==> src/djl_pkg.sv <==
// Shared constants and types for the down-converter and link control bank
package djl_pkg;
    // Device register port geometry
    localparam int ADDR_W = 10;
    localparam int DATA_W = 8;

    // Device register offsets
    localparam logic [9:0] OFF_DDC_CTRL = 10'h200;
    localparam logic [9:0] OFF_LINK_CTRL1 = 10'h201;
    localparam logic [9:0] OFF_LINK_CTRL2 = 10'h202;
    localparam logic [9:0] OFF_LINK_STATUS = 10'h205;

    // Reset values
    localparam logic [7:0] RST_DDC_CTRL = 8'h10;
    localparam logic [7:0] RST_LINK_CTRL1 = 8'h0F;
    localparam logic [7:0] RST_LINK_CTRL2 = 8'h00;

    // Down-converter control fields
    localparam int DDC_GAIN_BIT = 4;
    localparam int DDC_DEC_LSB = 0;
    localparam int DDC_DEC_W = 4;

    // Primary link control fields
    localparam int L1_SCR_BIT = 7;
    localparam int L1_K_LSB = 2;
    localparam int L1_K_W = 5;
    localparam int L1_DDR_BIT = 1;
    localparam int L1_EN_BIT = 0;

    // Secondary link control fields
    localparam int L2_P54_BIT = 7;
    localparam int L2_SYNC_BIT = 6;
    localparam logic [7:0] L2_RSVD_MASK = 8'h30;
    localparam int L2_TEST_LSB = 0;
    localparam int L2_TEST_W = 4;

    // Status register field
    localparam int ST_SYNC_BIT = 5;

    // Decimation codes
    localparam logic [3:0] DEC_FIRST_RSVD = 4'h8;
    localparam logic [3:0] DEC_HOLE = 4'h1;
    // Test codes at and above this are reserved
    localparam logic [3:0] TEST_FIRST_RSVD = 4'hC;

    // Serial bit rate, in quarters of the sample rate
    localparam logic [3:0] RATE_X1 = 4'h4;
    localparam logic [3:0] RATE_X2 = 4'h8;
    localparam logic [3:0] RATE_X125 = 4'h5;
    localparam logic [3:0] RATE_X25 = 4'hA;

    // Fixed test bytes and the PRBS seed
    localparam logic [7:0] BYTE_D21_5 = 8'hB5;
    localparam logic [7:0] BYTE_K28_5 = 8'hBC;
    localparam logic [7:0] BYTE_LOW = 8'h00;
    localparam logic [7:0] BYTE_HIGH = 8'hFF;
    localparam logic [22:0] LFSR_SEED = 23'h7FFFFF;

    // Controller Wishbone register offsets (byte addresses)
    localparam logic [3:0] WB_OFF_CMD = 4'h0;
    localparam logic [3:0] WB_OFF_STATUS = 4'h4;
    // Command register fields
    localparam int CMD_DATA_LSB = 0;
    localparam int CMD_ADDR_LSB = 8;
    localparam int CMD_WE_BIT = 24;
    localparam int CMD_START_BIT = 31;
    // Status register fields
    localparam int STS_BUSY_BIT = 8;
    localparam int STS_REFUSED_BIT = 9;
    localparam int STS_LINK_EN_BIT = 10;
    // Smallest legal frames-per-multiframe minus one
    localparam logic [4:0] K_M1_MIN = 5'h01;

    typedef enum logic [3:0] {
        DJL_TEST_NORMAL,
        DJL_TEST_PRBS7,
        DJL_TEST_PRBS15,
        DJL_TEST_PRBS23,
        DJL_TEST_RAMP,
        DJL_TEST_TRANSPORT,
        DJL_TEST_D21_5,
        DJL_TEST_K28_5,
        DJL_TEST_ILA,
        DJL_TEST_RPAT,
        DJL_TEST_LOW,
        DJL_TEST_HIGH,
        DJL_TEST_RSVD
    } djl_test_t;

    typedef enum {
        DJL_H_IDLE,
        DJL_H_WAIT
    } djl_host_state_t;
endpackage

==> src/djl_if.sv <==
// Register port between the link controller and the control bank
`timescale 1ns/1ps
interface djl_if;
    import djl_pkg::*;
    logic req;
    logic we;
    logic [ADDR_W-1:0] addr;
    logic [DATA_W-1:0] wdata;
    logic [DATA_W-1:0] rdata;
    logic ack;

    modport dev (
        input req,
        input we,
        input addr,
        input wdata,
        output rdata,
        output ack
    );

    modport host (
        output req,
        output we,
        output addr,
        output wdata,
        input rdata,
        input ack
    );
endinterface

==> src/djl_device.sv <==
// Down-converter and serial link control bank, device end
// Summary of operation
// RULE_01 - Gain boost bit picks 0 dB or 6.02 dB
// RULE_02 - Decimation code selects factor 4 to 32
// RULE_03 - Change decimation only while link disabled
// RULE_04 - Bit 7 enables the data scrambler
// RULE_05 - Frames per multiframe minus one, reset 3
// RULE_06 - Frames per multiframe must suit decimation, rate; the controller only refuses fewer than 2
// RULE_07 - Double rate bit doubles serial bit rate
// RULE_08 - Link disabled: reset, power down, clocks gated
// RULE_09 - Disable link before changing primary control
// RULE_10 - Five-fourths PLL scales serial rate by 1.25
// RULE_11 - Sync select picks single-ended or differential pin
// RULE_12 - Test codes 0 to 7 pick patterns
// RULE_13 - Test codes 8 to 11 pick further patterns
// RULE_14 - Secondary control changed only while link disabled
// RULE_15 - Status bit reports selected sync level
// RULE_16 - Never program reserved decimation or test codes
`timescale 1ns/1ps
module djl_device (
    // Clock and reset
    input wire logic clk,
    input wire logic rst,
    // Register port
    djl_if.dev bus,
    // Sync pins from the receiver, low active
    input wire logic sync_single_ended_pin_n,
    input wire logic sync_differential_pin_n,
    // Down-converter settings
    output logic final_filter_gain_boost,
    output logic [5:0] decimation_factor,
    output logic decimation_valid,
    // Link settings
    output logic scrambler_enable,
    output logic [5:0] frames_per_multiframe,
    output logic [3:0] bit_rate_quarters,
    output logic link_reset,
    output logic serializer_power_down,
    output logic link_clock_enable,
    output logic sync_n,
    // Test pattern
    output djl_pkg::djl_test_t link_test_pattern_select,
    output logic [7:0] test_byte,
    output logic test_byte_is_k
);
    import djl_pkg::*;

    logic [7:0] ddc_ff;
    logic [7:0] ctrl1_ff;
    logic [7:0] ctrl2_ff;
    logic ack_ff;
    logic [7:0] rdata_ff;
    logic sync_n_ff;
    logic [22:0] lfsr_ff;
    logic [22:0] nxt_lfsr;
    logic [7:0] ramp_ff;
    logic [7:0] test_byte_ff;
    logic [7:0] nxt_test_byte;
    logic test_k_ff;

    function automatic logic hit(input logic [9:0] a, input logic [9:0] off);
        hit = (a == off);
    endfunction

    // Factor 0 marks a reserved code
    function automatic logic [5:0] dec_factor(input logic [3:0] code);
        case (code)
            4'h0: dec_factor = 6'd4;
            4'h2: dec_factor = 6'd4;
            4'h3: dec_factor = 6'd8;
            4'h4: dec_factor = 6'd10;
            4'h5: dec_factor = 6'd16;
            4'h6: dec_factor = 6'd20;
            4'h7: dec_factor = 6'd32;
            default: dec_factor = 6'd0;
        endcase
    endfunction

    // Register access: one access per request, answered next cycle
    wire acc = bus.req && !ack_ff;
    wire wr = acc && bus.we;
    wire wr_ddc = wr && hit(bus.addr, OFF_DDC_CTRL);
    wire wr_c1 = wr && hit(bus.addr, OFF_LINK_CTRL1);
    wire wr_c2 = wr && hit(bus.addr, OFF_LINK_CTRL2);

    wire link_en = ctrl1_ff[L1_EN_BIT];
    wire [3:0] dec_code = ddc_ff[DDC_DEC_LSB +: DDC_DEC_W];
    wire [4:0] k_m1 = ctrl1_ff[L1_K_LSB +: L1_K_W];
    wire [3:0] test_code = ctrl2_ff[L2_TEST_LSB +: L2_TEST_W];
    wire ddr = ctrl1_ff[L1_DDR_BIT];
    wire p54 = ctrl2_ff[L2_P54_BIT];

    // Sync source routing, see RULE_11
    wire sync_sel = ctrl2_ff[L2_SYNC_BIT] ? sync_differential_pin_n
                                          : sync_single_ended_pin_n;

    // Status byte, see RULE_15
    wire [7:0] status_byte = 8'(sync_n_ff) << ST_SYNC_BIT;

    wire [7:0] rd_mux =
        hit(bus.addr, OFF_DDC_CTRL) ? ddc_ff :
        hit(bus.addr, OFF_LINK_CTRL1) ? ctrl1_ff :
        hit(bus.addr, OFF_LINK_CTRL2) ? ctrl2_ff :
        hit(bus.addr, OFF_LINK_STATUS) ? status_byte : 8'h00;

    // Register file; unmapped writes are dropped
    always_ff @(posedge clk) begin
        if (rst) begin
            ddc_ff <= RST_DDC_CTRL;
            ctrl1_ff <= RST_LINK_CTRL1;
            ctrl2_ff <= RST_LINK_CTRL2;
        end else begin
            if (wr_ddc) begin
                ddc_ff <= bus.wdata;
            end
            if (wr_c1) begin
                ctrl1_ff <= bus.wdata;
            end
            if (wr_c2) begin
                ctrl2_ff <= bus.wdata;
            end
        end
    end

    always_ff @(posedge clk) begin
        if (rst) begin
            ack_ff <= 1'b0;
            rdata_ff <= 8'h00;
            sync_n_ff <= 1'b1;
        end else begin
            ack_ff <= acc;
            sync_n_ff <= sync_sel;
            if (acc && !bus.we) begin
                rdata_ff <= rd_mux;
            end
        end
    end

    assign bus.ack = ack_ff;
    assign bus.rdata = rdata_ff;
    assign sync_n = sync_n_ff;

    // Settings derived straight from the register flops
    assign final_filter_gain_boost = ddc_ff[DDC_GAIN_BIT]; // see RULE_01
    assign decimation_factor = dec_factor(dec_code); // see RULE_02
    assign decimation_valid = (decimation_factor != 6'd0); // see RULE_02
    assign scrambler_enable = ctrl1_ff[L1_SCR_BIT]; // see RULE_04
    assign frames_per_multiframe = {1'b0, k_m1} + 6'd1; // see RULE_05
    // see RULE_07 and RULE_10
    assign bit_rate_quarters = p54 ? (ddr ? RATE_X25 : RATE_X125)
                                   : (ddr ? RATE_X2 : RATE_X1);
    // Disabled link is held in reset, powered down and unclocked
    assign link_reset = !link_en; // see RULE_08
    assign serializer_power_down = !link_en; // see RULE_08
    assign link_clock_enable = link_en; // see RULE_08

    // see RULE_12 and RULE_13
    assign link_test_pattern_select = (test_code >= TEST_FIRST_RSVD) ?
        DJL_TEST_RSVD : djl_test_t'(test_code);

    // Pattern generator; a disabled link has no clock so it restarts
    wire prbs_mode = (link_test_pattern_select == DJL_TEST_PRBS7) ||
                     (link_test_pattern_select == DJL_TEST_PRBS15) ||
                     (link_test_pattern_select == DJL_TEST_PRBS23);
    wire fb7 = lfsr_ff[6] ^ lfsr_ff[5];
    wire fb15 = lfsr_ff[14] ^ lfsr_ff[13];
    wire fb23 = lfsr_ff[22] ^ lfsr_ff[17];

    always_comb begin
        nxt_lfsr = lfsr_ff;
        case (link_test_pattern_select)
            DJL_TEST_PRBS7: nxt_lfsr = {16'h0000, lfsr_ff[5:0], fb7};
            DJL_TEST_PRBS15: nxt_lfsr = {8'h00, lfsr_ff[13:0], fb15};
            DJL_TEST_PRBS23: nxt_lfsr = {lfsr_ff[21:0], fb23};
            default: nxt_lfsr = LFSR_SEED;
        endcase
    end

    // see RULE_12 and RULE_13
    always_comb begin
        nxt_test_byte = BYTE_LOW;
        case (link_test_pattern_select)
            DJL_TEST_PRBS7: nxt_test_byte = lfsr_ff[7:0];
            DJL_TEST_PRBS15: nxt_test_byte = lfsr_ff[7:0];
            DJL_TEST_PRBS23: nxt_test_byte = lfsr_ff[7:0];
            DJL_TEST_RAMP: nxt_test_byte = ramp_ff;
            DJL_TEST_D21_5: nxt_test_byte = BYTE_D21_5;
            DJL_TEST_K28_5: nxt_test_byte = BYTE_K28_5;
            DJL_TEST_HIGH: nxt_test_byte = BYTE_HIGH;
            default: nxt_test_byte = BYTE_LOW;
        endcase
    end

    always_ff @(posedge clk) begin
        if (rst || !link_en) begin
            lfsr_ff <= LFSR_SEED;
            ramp_ff <= 8'h00;
            test_byte_ff <= BYTE_LOW;
            test_k_ff <= 1'b0;
        end else begin
            lfsr_ff <= prbs_mode ? nxt_lfsr : LFSR_SEED;
            ramp_ff <= ramp_ff + 8'h01;
            test_byte_ff <= nxt_test_byte;
            test_k_ff <= (link_test_pattern_select == DJL_TEST_K28_5);
        end
    end

    assign test_byte = test_byte_ff;
    assign test_byte_is_k = test_k_ff;
endmodule

==> src/flat_wrapper.sv <==
// flat-port wrapper written by rule: the top's interface ports become plain ports
module djl_device_flat import djl_pkg::*;
  (clk, rst, sync_single_ended_pin_n, sync_differential_pin_n, final_filter_gain_boost, decimation_factor, decimation_valid, scrambler_enable, frames_per_multiframe, bit_rate_quarters, link_reset, serializer_power_down, link_clock_enable, sync_n, link_test_pattern_select, test_byte, test_byte_is_k, bus_req, bus_we, bus_addr, bus_wdata, bus_rdata, bus_ack);
  djl_if bus_i ();
  input wire logic clk;
  input wire logic rst;
  input wire logic sync_single_ended_pin_n;
  input wire logic sync_differential_pin_n;
  output logic final_filter_gain_boost;
  output logic [5:0] decimation_factor;
  output logic decimation_valid;
  output logic scrambler_enable;
  output logic [5:0] frames_per_multiframe;
  output logic [3:0] bit_rate_quarters;
  output logic link_reset;
  output logic serializer_power_down;
  output logic link_clock_enable;
  output logic sync_n;
  output djl_pkg::djl_test_t link_test_pattern_select;
  output logic [7:0] test_byte;
  output logic test_byte_is_k;
  input wire logic [$bits(bus_i.req)-1:0] bus_req;
  input wire logic [$bits(bus_i.we)-1:0] bus_we;
  input wire logic [$bits(bus_i.addr)-1:0] bus_addr;
  input wire logic [$bits(bus_i.wdata)-1:0] bus_wdata;
  output wire logic [$bits(bus_i.rdata)-1:0] bus_rdata;
  output wire logic [$bits(bus_i.ack)-1:0] bus_ack;
  assign bus_i.req = bus_req;
  assign bus_i.we = bus_we;
  assign bus_i.addr = bus_addr;
  assign bus_i.wdata = bus_wdata;
  assign bus_rdata = bus_i.rdata;
  assign bus_ack = bus_i.ack;
  djl_device u_core (.clk(clk), .rst(rst), .bus(bus_i), .sync_single_ended_pin_n(sync_single_ended_pin_n), .sync_differential_pin_n(sync_differential_pin_n), .final_filter_gain_boost(final_filter_gain_boost), .decimation_factor(decimation_factor), .decimation_valid(decimation_valid), .scrambler_enable(scrambler_enable), .frames_per_multiframe(frames_per_multiframe), .bit_rate_quarters(bit_rate_quarters), .link_reset(link_reset), .serializer_power_down(serializer_power_down), .link_clock_enable(link_clock_enable), .sync_n(sync_n), .link_test_pattern_select(link_test_pattern_select), .test_byte(test_byte), .test_byte_is_k(test_byte_is_k));
endmodule
==> config.mk <==
export PLATFORM = sky130hd
export DESIGN_NAME = djl_device_flat
export DESIGN_NICKNAME = d
export VERILOG_FILES = /design/src/djl_pkg.sv /design/src/djl_if.sv /design/src/djl_device.sv /design/src/flat_wrapper.sv
export SDC_FILE = /design/constraint.sdc
export NUM_CORES = 1
export LEC_CHECK = 0
export BUFFER_PORTS_ARGS = -buffer_cell sky130_fd_sc_hd__buf_2
export CAP_MARGIN = 20
export CORE_MARGIN = 2
export CORE_UTILIZATION = 55
export DETAILED_ROUTE_END_ITERATION = 10
export PLACE_DENSITY_LB_ADDON = 0.05
export REMOVE_ABC_BUFFERS = 1
export SLEW_MARGIN = 10
export SYNTH_ARGS = -nofsm -noshare
export SYNTH_HDL_FRONTEND = slang
export SYNTH_SLANG_ARGS = --single-unit
export TNS_END_PERCENT = 10
==> constraint.sdc <==
create_clock -name clk -period 2.1 [get_ports clk]
set_input_delay 0.315 -clock clk [delete_from_list [all_inputs] [get_ports clk]]
set_output_delay 0.315 -clock clk [all_outputs]
set_load 0.005 [all_outputs]
==> metrics list <==
- Run status: finished clean
- The multi-input combinational cells in the finished layout cover a total of 0.00174 sq mm.
- The finished layout holds approximately 500 standard cells, fillers aside.
* Setup repair after global routing missed its margin: no
- In the final timing run, aggregate negative setup slack is 0 ns.
- Headroom to the max-slew limit: 50.6%
* Estimated wirelength of the detail-placed design: 5.53 mm
- In this run the count of I/O pins placed on the die edge is 69.
- Most frequently used cell type in the post-synthesis netlist: sky130_fd_sc_hd__dfxtp_1
- Across all hold checks on the routed design, the worst slack comes to 0.178 ns.
* Data arrival time of the critical path: approximately 1.6 ns
- For the pin with the worst max-slew slack, the measured transition is 0.740 ns.
- Final hold vios: 0
- Chip width: 82.7 um
* Post-placement setup slack: 0.0496 ns
- Per-instance average area after synthesis: 9.43 sq um
- Count of warnings emitted by yosys: 0
- Max VDD drop: 0.500 mV
- Length of the first detailed-routing pass in iterations: 5
- Synthesis produced a netlist whose cell count is 361.
- Share of the core filled with cells in the final layout: 67.3%
- Kind of start point of the critical path: register
* Placeable core area: 0.00596 sq mm
- Number of antenna violations at the first check in global routing: 0
- Counting I/O delays and the setup requirement, the final critical path takes slightly below 2 ns.
- The synthesized netlist occupies a cell area of 0.00340 sq mm.
* Number of I/O port buffers: 67
* Share of async-settable or async-resettable flops after synthesis: 0%
- Kind of path behind the tightest hold check: in -> reg
- The later pin in the worst-skew pair is clocked with a latency of 0.35 ns.
* List of cells traversed by the critical path: buf_4, a21boi_1, buf_2
* Final-stage net count: 447
* Starting density of the core: a little under three fifths
- In this run the deepest clock path goes through 2 buffers.
* Achievable clock frequency: slightly above 500 MHz
* Sequential-to-total area share from yosys stat: 43.5%
- Setup violations remaining at the end of the flow were counted as 0.
- Post-layout instance area: around 0.0040 sq mm
- Sequential cell area: 0.00148 sq mm
- In this run the core area contains 28 standard-cell rows.
- In this run the power density over the cells is 674 mW/mm^2.
- Antenna diodes: 0
- For this block, the initial DRC count from the detailed router was 199.
- Summed over all layers, the global routing overflow is 0.
* Skew final: just over 0.008 ns
- Largest cells by area after synthesis: sky130_fd_sc_hd__dfxtp_1 44%, sky130_fd_sc_hd__mux2i_1 7.9%, sky130_fd_sc_hd__a21o_1 4.4%
* Wire length of the first global-routing pass: roughly 12 mm
* Final weighted congestion in routability-driven placement: 0.848
- The tree built by TritonCTS fans out to 74 sinks.
- Total power: around 2.7 mW
- Number of pins with negative max-slew slack in the final report: 0
- Filler instances: 503
* Fraction of final layout cells sized beyond drive strength 1: 28.2%
- Instance area after placement: 0.00379 sq mm
* Vias in the first global route: 2,581
- After detailed routing, the number of vias per cell comes to 5.65.
- The worst setup path is captured at an output pin.
* Post-route clock period utilization: just over 90%
- After clock tree synthesis, the setup repair step added 0 buffers.
- CTS built an H-tree with a depth of 3.
- Top cell types by occurrence after synthesis: 74 x sky130_fd_sc_hd__dfxtp_1, 35 x sky130_fd_sc_hd__nand2_1, 28 x sky130_fd_sc_hd__nor2_1
- Top flip-flop cell by instance count after synthesis: sky130_fd_sc_hd__dfxtp_1
- The die covers a little under 0.007 sq mm.
- Data on the critical path is required at its endpoint by 1.78 ns.
- Slowest stage delay, CP: 0.80 ns
* Critical Path Fanout Max: 22
* Number of storage elements in the synthesis netlist: 74
* Final ANT Viol Nets: 0
- Number of different library cells in the post-synthesis netlist: 53
- Layout-stage area growth over the synthesis result: 17.8%
* PostCTS Resize Cnt: 0
* GRT Total Usage: a little under a quarter
- Category of the critical setup timing path: reg -> out
* Chip Height: 82.7 um
- After detailed routing, the total wire length is 7.92 mm.
- The final route contains 2,829 vias.
* Maximum number of pins on one net before global-route repair: 39
- Number of buffers created by CTS: 9
- CTS tree: built
* Register clock-pin slew on the reported worst setup and hold paths: 0.07 ns
- Routed len/inst: 15.8 um
- In this run the static leakage power is 1.72 nW.
* Remaining routing DRC violations: 0
* MaxCap Viol Count: 0
* Dpl cells: between 400 and 500
- Number of synthesized flops with an enable pin: 0
* Slack of the critical path: 0.151 ns
- Post-synth top area share: 43.5%
- The cell sitting at the root of the clock tree is a sky130_fd_sc_hd__clkbuf_8.
- Critical-path cell with the highest stage delay: sky130_fd_sc_hd__dfxtp_1
- For this design, the CTS-stage hold fixing added 0 buffers.
- sky130_fd_sc_hd__dfxtp_1 takes more of the synthesized area than any other cell.
[layout make-up]
class                   instances  area share, %
clock buffers                  12           4.12
clock inverters                 4           1.22
inverters                       8          0.749
multi-input cells             248           43.5
flip-flops and latches         74           37.0
well taps                      75           2.34
repair buffers                 80           11.1
[placed cells by master, fill, tap and decap left out, types with 6 or more instances in the layout]
master / synthesis / routed
sky130_fd_sc_hd__o22ai_1: 8 / 8
sky130_fd_sc_hd__or2_2: 7 / 7
sky130_fd_sc_hd__a221oi_1: 8 / 8
sky130_fd_sc_hd__xnor2_1: 6 / 6
sky130_fd_sc_hd__buf_4: 4 / 12
sky130_fd_sc_hd__nor2b_1: 8 / 8
sky130_fd_sc_hd__o21ai_0: 15 / 15
sky130_fd_sc_hd__mux2i_1: 27 / 27
sky130_fd_sc_hd__nand3_1: 14 / 14
sky130_fd_sc_hd__clkbuf_8: 0 / 12
sky130_fd_sc_hd__o41ai_2: 8 / 8
sky130_fd_sc_hd__dfxtp_1: 74 / 74
sky130_fd_sc_hd__a21o_1: 20 / 20
sky130_fd_sc_hd__inv_1: 8 / 8
sky130_fd_sc_hd__nor2_1: 28 / 28
sky130_fd_sc_hd__nand2_1: 35 / 35
sky130_fd_sc_hd__nand2b_1: 6 / 6
sky130_fd_sc_hd__buf_2: 2 / 67
[worst max-delay path: cells and delay by family (launching register included)]
family	cells	cell delay (ns)
compound gates	1	0.08
buf+inv	2	0.38
flops	1	0.80
[path summary, 6_finish.rpt]
kind	from	depth (start not counted)	slack (ns)	end
max reg2reg	u_core.ctrl2_ff[2]	3	0.36	u_core.test_byte[1]
min	sync_single_ended_pin_n	3	0.18	u_core.sync_n
min reg2reg	u_core.lfsr_ff[15]	1	0.43	u_core.lfsr_ff[16]
max	u_core.ctrl2_ff[2]	3	0.15	link_test_pattern_select[1]
[cell families after synthesis]
logic type	Yosys count	synth area share (%)
AOI/OAI and AO/OA	76	18.0
xor gates and xnor gates	10	2.57
adders and majority gates	2	0.735
buffers and inverters	39	5.26
DFF	74	43.5
muxes	29	8.60
other	1	0.110
and+or+nand+nor	130	21.2
[report_power, final]
group / total [mW] / switching (mW) / internal, mW
combinational: 0.111 / 0.0695 / 0.0414
sequential: 1.42 / 0.00886 / 1.41
clock: 1.17 / 0.529 / 0.644
total: 2.70 / 0.607 / 2.09
[per-layer routing]
layer,track usage (%),vias to the layer above,routed length [um]
met1,33.0,1340,3800
li1,-,1397,-
met5,0,-,0
met2,35.2,79,3640
met3,5.98,13,375
met4,9.84,0,108
[sequential cells by signal, indices dropped and copies added (netlist names), 8 cells and up]
register	count
u_core.test_byte	8
u_core.lfsr_ff	23
u_core.ctrl1_ff	8
u_core.ddc_ff	8
u_core.bus.rdata	8
u_core.ctrl2_ff	8
u_core.ramp_ff	8
No activity file was read; power rests on OpenSTA's default activity.
